--- src/common/psec_regs_regs.svh ---
/*
  Register offsets, field positions and reset values of the PHY status
  and error counter bank. Assumes a 32-bit bus with one register per
  word; the byte address of a register is four times its index.
*/
`ifndef PSEC_REGS_REGS_SVH
`define PSEC_REGS_REGS_SVH
// Register indices (byte address = index * 4)
`define PSEC_IDX_BASIC 6'h01
`define PSEC_IDX_QUICK 6'h10
`define PSEC_IDX_FCAR 6'h14
`define PSEC_IDX_RXER 6'h15
`define PSEC_IDX_ISTAT 6'h20
`define PSEC_IDX_IMASK 6'h21
// Basic status field positions
`define PSEC_BAS_JAB 1
`define PSEC_BAS_LINK 2
`define PSEC_BAS_RF 4
`define PSEC_BAS_ANC 5
// Interrupt status field positions and width
`define PSEC_IRQ_FCAR 0
`define PSEC_IRQ_RXER 1
`define PSEC_IRQ_RF 2
`define PSEC_IRQ_LDN 3
`define PSEC_IRQ_W 4
// Reset values
`define PSEC_CNT_RST 8'h00
`define PSEC_ISTAT_RST 4'h0
`define PSEC_IMASK_RST 4'h0
`define PSEC_RDATA_RST 32'h00000000
`endif

--- src/common/psec_pkg.sv ---
/*
  Types shared by the PHY status and error counter bank.
  Assumes all line indications come from logic on the same clock.
*/
package psec_pkg;
  // Line and negotiation state presented by the PHY core
  typedef struct packed {
    logic lp_rem_fault;
    logic jabber;
    logic an_enable;
    logic an_complete;
    logic loopback;
    logic link_ok;
    logic an_full_dup;
    logic an_low_speed;
    logic frc_full_dup;
    logic frc_low_speed;
  } psec_phy_s;
  // Receive path events
  typedef struct packed {
    logic carrier;
    logic invalid_sym;
    logic collision;
    logic false_carrier;
  } psec_rx_s;
  // Quick status layout, bit 7 down to bit 0
  typedef struct packed {
    logic rsvd;
    logic rem_fault;
    logic jabber;
    logic an_complete;
    logic loopback;
    logic full_dup;
    logic low_speed_flag;
    logic link;
  } psec_quick_s;
  // Bus access phase
  typedef enum logic {
    PSEC_BUS_IDLE = 1'b0,
    PSEC_BUS_ANSWER = 1'b1
  } psec_bus_e;
endpackage

--- src/hdl/psec_rx_err_qual.sv ---
/*
  Qualifies receive symbol errors: one pulse per carrier event that held
  an invalid symbol and no collision. Assumes same-clock inputs.
*/
`timescale 1ns/100ps
module psec_rx_err_qual (
  // Clock and reset
  input wire logic clk,
  input wire logic rst_n,
  // Receive line state
  input wire logic carrier,
  input wire logic invalid_sym,
  input wire logic collision,
  // Count request, one cycle after carrier ends
  output logic count_q
);
  logic carrier_q;
  logic err_seen_q;
  logic coll_seen_q;
  logic start;
  logic fall;

  assign start = carrier && !carrier_q;
  assign fall = !carrier && carrier_q;

  // Track each carrier event; verdict only at its end
  always_ff @(posedge clk) begin
    if (!rst_n) begin
      carrier_q <= 1'b0;
      err_seen_q <= 1'b0;
      coll_seen_q <= 1'b0;
      count_q <= 1'b0;
    end else begin
      carrier_q <= carrier;
      if (start) begin
        err_seen_q <= invalid_sym;
        coll_seen_q <= collision;
      end else if (carrier) begin
        err_seen_q <= err_seen_q | invalid_sym;
        coll_seen_q <= coll_seen_q | collision;
      end
      // once per event, none with collision
      count_q <= fall && err_seen_q && !coll_seen_q;
    end
  end
endmodule

--- src/hdl/psec_sat_counter.sv ---
/*
  Saturating clear-on-read event counter.
  Assumes clear and write strobes are one-cycle pulses on clk.
*/
`timescale 1ns/100ps
module psec_sat_counter #(
  parameter int W = 8
) (
  // Clock and reset
  input wire logic clk,
  input wire logic rst_n,
  // Control
  input wire logic inc,
  input wire logic clr,
  input wire logic wr_en,
  input wire logic [W-1:0] wr_data,
  // Count
  output logic [W-1:0] count_q
);
  logic [W-1:0] count_d;
  logic [W-1:0] base;

  // Clear or write first, then the event adds on top so none is lost
  always_comb begin
    base = clr ? '0 : (wr_en ? wr_data : count_q);
    count_d = base;
    if (inc && (base != {W{1'b1}})) begin
      count_d = base + 1'b1;
    end
  end

  always_ff @(posedge clk) begin
    if (!rst_n) begin
      count_q <= '0;
    end else begin
      count_q <= count_d;
    end
  end
endmodule

--- src/hdl/psec_top.sv ---
/*
  PHY quick status and receive error counter bank, Avalon-MM slave.
  Assumes line and negotiation indications arrive on clk from the PHY
  core, and a bus master that holds each request until waitrequest low.
*/
// Our own choice: the Avalon-MM slave port.
// Behaviour
// - Remote fault bit 6 sets on fault, clears on basic status read or reset.
// - Remote fault counts only when signalled by partner through negotiation.
// - Bit 5 copies basic jabber; quick status read leaves it.
// - Bit 4 is one once negotiation completed, else zero.
// - Bit 3 is one while loopback is enabled.
// - Bit 2 shows duplex, negotiated or forced, one is full.
// - Duplex and speed valid only with link and negotiation done or off.
// - Bit 0 is one while a valid link exists.
// - Quick link bit mirrors basic link bit; quick read leaves it.
// - Bit 7 and counter upper bytes read zero, writes ignored.
// - False carrier counter at 0x14 counts each false carrier event.
// - False carrier counter sticks at all ones until cleared.
// - Both counters reset to zero, are writable, clear on read.
// - Error counter at 0x15 counts carriers with invalid symbols, once each.
// - No error count for a carrier event with collision.
// - Error counter sticks at maximum until a read clears it.
`timescale 1ns/100ps
`include "psec_regs_regs.svh"
module psec_top
  import psec_pkg::*;
#(
  parameter int CNT_W = 8
) (
  // Clock and reset
  input wire logic clk,
  input wire logic rst_n,
  // Avalon-MM slave
  input wire logic [7:0] avs_address,
  input wire logic avs_read,
  input wire logic avs_write,
  input wire logic [31:0] avs_writedata,
  input wire logic [3:0] avs_byteenable,
  output logic [31:0] avs_readdata,
  output logic avs_waitrequest,
  // PHY core state and receive events
  input wire psec_phy_s phy_i,
  input wire psec_rx_s rx_i,
  // Interrupt
  output logic irq
);
  ////////////////////////////////////////////////////////////////////////
  // Declarations
  psec_bus_e state_q;
  logic [5:0] idx;
  logic fire;
  logic rd_fire;
  logic wr_fire;
  logic basic_rd;
  logic quick_rd;
  logic [31:0] rdata_d;
  psec_quick_s quick_q;
  logic rf_q;
  logic jab_lat_q;
  logic link_lat_q;
  logic link_ok_q;
  logic rf_set;
  logic stat_valid;
  logic [CNT_W-1:0] fcar_cnt;
  logic [CNT_W-1:0] rxer_cnt;
  logic rxer_evt;
  logic [`PSEC_IRQ_W-1:0] istat_q;
  logic [`PSEC_IRQ_W-1:0] imask_q;
  logic [`PSEC_IRQ_W-1:0] ev;
  logic [`PSEC_IRQ_W-1:0] w1c;
  logic [31:0] readdata_q;
  logic waitreq_q;
  logic irq_q;

  // Register index match, used for every read and write decode
  function automatic logic hit(input logic [5:0] a, input logic [5:0] b);
    return a == b;
  endfunction

  ////////////////////////////////////////////////////////////////////////
  // Bus handshake
  // Byte address bits 1:0 are ignored; registers sit on whole words
  assign idx = avs_address[7:2];
  assign fire = (state_q == PSEC_BUS_IDLE) && (avs_read || avs_write);
  assign rd_fire = fire && avs_read;
  assign wr_fire = fire && avs_write;
  assign basic_rd = rd_fire && hit(idx, `PSEC_IDX_BASIC);
  assign quick_rd = rd_fire && hit(idx, `PSEC_IDX_QUICK);

  // Access acts in the idle cycle, answer stands one cycle after
  always_ff @(posedge clk) begin
    if (!rst_n) begin
      state_q <= PSEC_BUS_IDLE;
      waitreq_q <= 1'b1;
    end else begin
      unique case (state_q)
        PSEC_BUS_IDLE: begin
          if (fire) begin
            state_q <= PSEC_BUS_ANSWER;
            waitreq_q <= 1'b0;
          end
        end
        PSEC_BUS_ANSWER: begin
          state_q <= PSEC_BUS_IDLE;
          waitreq_q <= 1'b1;
        end
      endcase
    end
  end

  ////////////////////////////////////////////////////////////////////////
  // Latched status bits
  // fault only via negotiation
  assign rf_set = phy_i.lp_rem_fault && phy_i.an_enable;

  // remote fault sticky, set beats clearing read
  always_ff @(posedge clk) begin
    if (!rst_n) begin
      rf_q <= 1'b0;
    end else if (rf_set) begin
      rf_q <= 1'b1;
    end else if (basic_rd) begin
      rf_q <= 1'b0;
    end
  end

  // jabber latch cleared only by basic read
  always_ff @(posedge clk) begin
    if (!rst_n) begin
      jab_lat_q <= 1'b0;
    end else if (phy_i.jabber) begin
      jab_lat_q <= 1'b1;
    end else if (basic_rd) begin
      jab_lat_q <= 1'b0;
    end
  end

  // link latch low, reloaded by basic read or when link returns
  always_ff @(posedge clk) begin
    if (!rst_n) begin
      link_lat_q <= 1'b0;
      link_ok_q <= 1'b0;
    end else begin
      link_ok_q <= phy_i.link_ok;
      if (!phy_i.link_ok) begin
        link_lat_q <= 1'b0;
      end else if (basic_rd || !link_ok_q) begin
        link_lat_q <= 1'b1;
      end
    end
  end

  ////////////////////////////////////////////////////////////////////////
  // Quick status word
  // duplex and speed only meaningful with a settled link
  assign stat_valid = phy_i.link_ok &&
                      (phy_i.an_enable ? phy_i.an_complete : 1'b1);

  // Rebuilt every cycle; reading it has no side effect
  always_ff @(posedge clk) begin
    if (!rst_n) begin
      quick_q <= '0;
    end else begin
      quick_q.rsvd <= 1'b0;
      quick_q.rem_fault <= rf_q;
      quick_q.jabber <= jab_lat_q;
      quick_q.an_complete <= phy_i.an_complete;
      quick_q.loopback <= phy_i.loopback;
      quick_q.full_dup <= stat_valid &&
        (phy_i.an_enable ? phy_i.an_full_dup : phy_i.frc_full_dup);
      quick_q.low_speed_flag <= stat_valid &&
        (phy_i.an_enable ? phy_i.an_low_speed : phy_i.frc_low_speed);
      quick_q.link <= link_lat_q;
    end
  end

  ////////////////////////////////////////////////////////////////////////
  // Event counters
  // false carrier count
  psec_sat_counter #(
    .W(CNT_W)
  ) u_fcar (
    .clk(clk),
    .rst_n(rst_n),
    .inc(rx_i.false_carrier),
    .clr(rd_fire && hit(idx, `PSEC_IDX_FCAR)),
    .wr_en(wr_fire && hit(idx, `PSEC_IDX_FCAR) && avs_byteenable[0]),
    .wr_data(avs_writedata[CNT_W-1:0]),
    .count_q(fcar_cnt)
  );

  psec_rx_err_qual u_qual (
    .clk(clk),
    .rst_n(rst_n),
    .carrier(rx_i.carrier),
    .invalid_sym(rx_i.invalid_sym && rx_i.carrier),
    .collision(rx_i.collision),
    .count_q(rxer_evt)
  );

  psec_sat_counter #(
    .W(CNT_W)
  ) u_rxer (
    .clk(clk),
    .rst_n(rst_n),
    .inc(rxer_evt),
    .clr(rd_fire && hit(idx, `PSEC_IDX_RXER)),
    .wr_en(wr_fire && hit(idx, `PSEC_IDX_RXER) && avs_byteenable[0]),
    .wr_data(avs_writedata[CNT_W-1:0]),
    .count_q(rxer_cnt)
  );

  ////////////////////////////////////////////////////////////////////////
  // Interrupts
  // Link down is taken from the live link, not the latch
  always_comb begin
    ev = '0;
    ev[`PSEC_IRQ_FCAR] = rx_i.false_carrier;
    ev[`PSEC_IRQ_RXER] = rxer_evt;
    ev[`PSEC_IRQ_RF] = rf_set && !rf_q;
    ev[`PSEC_IRQ_LDN] = link_ok_q && !phy_i.link_ok;
    w1c = '0;
    if (wr_fire && hit(idx, `PSEC_IDX_ISTAT) && avs_byteenable[0]) begin
      w1c = avs_writedata[`PSEC_IRQ_W-1:0];
    end
  end

  // Sticky status, a new event wins over a write-one clear
  always_ff @(posedge clk) begin
    if (!rst_n) begin
      istat_q <= `PSEC_ISTAT_RST;
    end else begin
      istat_q <= (istat_q & ~w1c) | ev;
    end
  end

  // Mask register, one enables the bit onto irq
  always_ff @(posedge clk) begin
    if (!rst_n) begin
      imask_q <= `PSEC_IMASK_RST;
    end else if (wr_fire && hit(idx, `PSEC_IDX_IMASK) &&
                 avs_byteenable[0]) begin
      imask_q <= avs_writedata[`PSEC_IRQ_W-1:0];
    end
  end

  // Level output, one cycle behind status
  always_ff @(posedge clk) begin
    if (!rst_n) begin
      irq_q <= 1'b0;
    end else begin
      irq_q <= |(istat_q & imask_q);
    end
  end

  ////////////////////////////////////////////////////////////////////////
  // Read data
  // upper bits zero, unmapped reads zero
  always_comb begin
    rdata_d = '0;
    if (hit(idx, `PSEC_IDX_BASIC)) begin
      rdata_d[`PSEC_BAS_JAB] = jab_lat_q;
      rdata_d[`PSEC_BAS_LINK] = link_lat_q;
      rdata_d[`PSEC_BAS_RF] = rf_q;
      rdata_d[`PSEC_BAS_ANC] = phy_i.an_complete;
    end else if (hit(idx, `PSEC_IDX_QUICK)) begin
      rdata_d[7:0] = quick_q;
    end else if (hit(idx, `PSEC_IDX_FCAR)) begin
      rdata_d[CNT_W-1:0] = fcar_cnt;
    end else if (hit(idx, `PSEC_IDX_RXER)) begin
      rdata_d[CNT_W-1:0] = rxer_cnt;
    end else if (hit(idx, `PSEC_IDX_ISTAT)) begin
      rdata_d[`PSEC_IRQ_W-1:0] = istat_q;
    end else if (hit(idx, `PSEC_IDX_IMASK)) begin
      rdata_d[`PSEC_IRQ_W-1:0] = imask_q;
    end
  end

  // sampled at the clearing edge, so pre-clear value
  always_ff @(posedge clk) begin
    if (!rst_n) begin
      readdata_q <= `PSEC_RDATA_RST;
    end else if (rd_fire) begin
      readdata_q <= rdata_d;
    end
  end

  assign avs_readdata = readdata_q;
  assign avs_waitrequest = waitreq_q;
  assign irq = irq_q;
endmodule

--- config.mk ---
export PLATFORM = sky130hd
export DESIGN_NAME = psec_top
export DESIGN_NICKNAME = d
export VERILOG_FILES = /design/src/common/psec_pkg.sv /design/src/hdl/psec_rx_err_qual.sv /design/src/hdl/psec_sat_counter.sv /design/src/hdl/psec_top.sv
export VERILOG_INCLUDE_DIRS = /design/src /design/src/common
export SDC_FILE = /design/constraint.sdc
export NUM_CORES = 1
export LEC_CHECK = 0
export ABC_AREA = 1
export BUFFER_PORTS_ARGS = -buffer_cell sky130_fd_sc_hd__buf_2
export CAP_MARGIN = 10
export CORE_MARGIN = 2
export CORE_UTILIZATION = 50
export CTS_BUF_LIST = sky130_fd_sc_hd__clkbuf_16
export CTS_CLUSTER_DIAMETER = 150
export DETAILED_ROUTE_END_ITERATION = 16
export GPL_ROUTABILITY_DRIVEN = 0
export GPL_TIMING_DRIVEN = 0
export PLACE_DENSITY = 0.81
export SLEW_MARGIN = 10
export SYNTH_ARGS = -nofsm -noshare
export SYNTH_HDL_FRONTEND = slang
export SYNTH_SLANG_ARGS = --single-unit
--- constraint.sdc ---
create_clock -name clk -period 2.55 [get_ports clk]
set_input_delay 0.51 -clock clk [delete_from_list [all_inputs] [get_ports clk]]
set_output_delay 0.51 -clock clk [all_outputs]
set_load 0.01 [all_outputs]
==> reports/summary.txt <==
status: completed
DR vias/cell: 5.11
drt drc: 0
Final Non-Filler Cells: 603
CP startpoint: avs_address[7]
CP peak stage delay: 0.19 ns
Sw Pwr: 458 µW
post-synthesis sequential area ratio: 0.334
first-pass GRT wire length: 12800 µm
RR Endpoint: u_fcar.count_q[4]$_SDFF_PN0_
largest net degree at the start of global routing: 19
Max Root-Sink Buffers: 2
HPWL after detailed placement: 5910 µm
Vert. Die Dim: 81.4 µm
CTS Hold Buffers Added: 0
WHS Path Cells: 3
initial antenna violation count: 0
R2R setup slack: 0.22 ns
Syn Inst Count: 456
Synth Warn #: 0
setup tns final: 0 ns
most used cell, CP: nor2_2
total of max-cap violations: 0
Inserted Diodes: 0
H-tree Lvls: 2
leakage power: 1.75 nW
1st-pass router iterations: 5
worst relative slew slack: 0.561
Post-Place Setup Slack: -0.161 ns
CP required: 2.78 ns
post-route ant nets: 0
endpoints failing hold: 0
I/O pin cnt: 96
layout cell share with drive strength beyond 1: 0.212
Root Driver: clkbuf_16
crit path capture: u_fcar.count_q[4]$_SDFF_PN0_
# setup viols final: 0
Max Freq: 0.425 GHz
CP cell instances: buf_2 -> inv_2 -> nand2_2 -> nor2_4 -> buf_6 -> nand2_4 -> nor2_2 -> nor2_1 -> nor2_2 -> ha_4 -> nand4_1 -> nor2_2 -> nand3_2 -> nand2_2 -> o21ai_0 -> nor2_1
die area: 0.00662 mm²
PD cells: 483 mW/mm²
fillers: 555
Flop pwr share: 0.478
r2r worst-path depth: 15
clock sink count: 50
clock tree from TritonCTS: done
Synth-to-Final Area Change: 18.5%
vias in the first global route: 2829
max-slew violations: 0
# Post-CTS Setup Buffers: 0
Final nets: 591
Least-Margin Pin Slew: 0.650 ns
CTS buffer count: 5
period utilization: 0.922
crit-path max FO: 10
combinational share of power: 0.119
Yosys reg bits: 50
Clock Pin Slew Worst Setup and Hold Paths: 0.07 ns
PortBufs: 41
setup ws final: 0.199 ns
syn avg cell area: 6.57 µm²
Multi-input gate area: 0.00159 mm²
worst r2r src: state_q$_SDFF_PP0_
placed insts: 595
die width: 81.4 µm
worst setup path class: input port to register
VDD IR max: 0.469 mV
Max Clock Skew: 0.00591 ns
Placement Rows: 28
effective utilization at floorplan: 0.512
Register Area: 0.00100 mm²
mapped cell area: 0.00299 mm²
crit path launch type: input port
DR WL/cell: 12.9 µm
crit end category: register
Vias: 3079
total wire length: 7770 µm
Net Sw Frac: 0.268
clock share of power: 0.403
RSZ-0062 raised after global routing: false
Tmin final: 2.35 ns
Core Region: 0.00585 mm²
Critical Path AT: 2.58 ns
GRT Total Usage: 0.255
P_int: 1.25 mW
drt initial violations: 281
Skew-Pair Late Insertion Delay: 0.30 ns
CP max-delay cell: nor2_2
GRT overflow: 0
Synth cell types: 33
hold crit path type: input port to register
registers in the layout, indices dropped and copies added (netlist names):
name and flops:
avs_readdata 8, avs_waitrequest 1, imask_q 4, irq 1, istat_q 4, jab_lat_q 1
link_lat_q 1, link_ok_q 1, quick_q 7, rf_q 1, state_q 1, u_fcar.count_q 8
u_qual.carrier_q 1, u_qual.coll_seen_q 1, u_qual.count_q 1, u_qual.err_seen_q 1, u_rxer.count_q 8
through the flow:
| step | utilization | instance area, µm² | hold WS [ns] | total power [mW] |
|---|---|---|---|---|
| 2_1_floorplan | - | 3080 | 0.417 | 0.969 |
| 3_3_place_gp | 0.578 | 3380 | 0.433 | 1.03 |
| 3_5_place_dp | 0.578 | 3380 | 0.437 | 1.03 |
| 4_1_cts | 0.604 | 3530 | 0.385 | 1.71 |
| 5_1_grt | 0.607 | 3550 | 0.386 | 1.79 |
| 6_report | 0.607 | 3550 | 0.388 | 1.71 |
synthesized netlist by cell type, drive strengths merged:
library cell	count	area [µm²]
nand2	118	470
inv	70	263
nor2	58	253
dfxtp	50	1000
buf	29	223
nand3	29	175
nand4	27	169
a21oi	26	130
o21ai	18	90.1
clkbuf	5	18.8
a31oi	4	25.0
nor3	3	15.0
o211ai	3	22.5
o221ai	3	26.3
ha	2	25.0
xnor2	2	17.5
xor2	2	17.5
a221oi	1	8.76
a32oi	1	8.76
a41oi	1	8.76
conb	1	3.75
o22ai	1	6.26
o311ai	1	8.76
o31ai	1	7.51
cells in the final DEF, fill, tap and decap left out, drive strengths merged, types with 18 or more instances in the layout:
cell,synthesis,final
nand2,118,118
nand4,27,27
buf,29,70
dfxtp,50,50
nor2,58,58
o21ai,18,18
inv,70,72
nand3,29,29
conb,1,24
a21oi,26,26
cell families after synthesis:
family | synth area share
fa+ha+maj | 0.00836
other cells | 0.00125
compound gates | 0.115
buf+inv | 0.168
simple gates | 0.361
xor+xnor | 0.0117
flops | 0.334
power by group through the flow:
stage	clock, mW	combinational [mW]	sequential (mW)
finish	0.691	0.204	0.818
global route	0.743	0.228	0.820
CTS	0.700	0.197	0.817
detailed placement	0	0.196	0.835
global placement	0	0.192	0.834
floorplan	0	0.136	0.832
layout make-up:
class / instances / area share
clock buffers: 5 / 0.0353
plain buffers: 34 / 0.0681
flip-flops and latches: 50 / 0.282
repair buffers: 41 / 0.0578
well taps: 75 / 0.0264
multi-input cells: 325 / 0.449
inverters: 70 / 0.0740
clock inverters: 3 / 0.00740
metal layers:
| layer | share of wire | up-vias | GRT usage |
|---|---|---|---|
| li1 | - | 1567 | - |
| met1 | 0.42 | 1352 | 0.311 |
| met2 | 0.46 | 141 | 0.433 |
| met3 | 0.094 | 19 | 0.0644 |
| met4 | 0.021 | 0 | 0.0898 |
| met5 | 0 | - | 0 |
worst min path at each step:
stage / start / end / slack (ns)
2_1_floorplan: u_qual.err_seen_q$_SDFFE_PN0P_ / u_qual.count_q$_SDFF_PN0_ / 0.42
3_3_place_gp: u_qual.err_seen_q$_SDFFE_PN0P_ / u_qual.count_q$_SDFF_PN0_ / 0.43
3_5_place_dp: u_qual.err_seen_q$_SDFFE_PN0P_ / u_qual.count_q$_SDFF_PN0_ / 0.44
4_1_cts: phy_i[5] / quick_q[3]$_SDFF_PN0_ / 0.39
5_1_grt: phy_i[5] / quick_q[3]$_SDFF_PN0_ / 0.39
6_report: phy_i[5] / quick_q[3]$_SDFF_PN0_ / 0.39
timing repair:
item,CTS,global route
resized for setup,0,4
endpoints found under the hold margin,0,0
endpoints found under the setup margin,0,11
worst max-delay path: cells and delay by family:
kind                       cells  cell delay, ns
and+or+nand+nor               11            1.44
buffers and inverters          3            0.34
adders and majority gates      1            0.19
AOI/OAI and AO/OA              1            0.09
No activity file was read; power rests on OpenSTA's default activity.
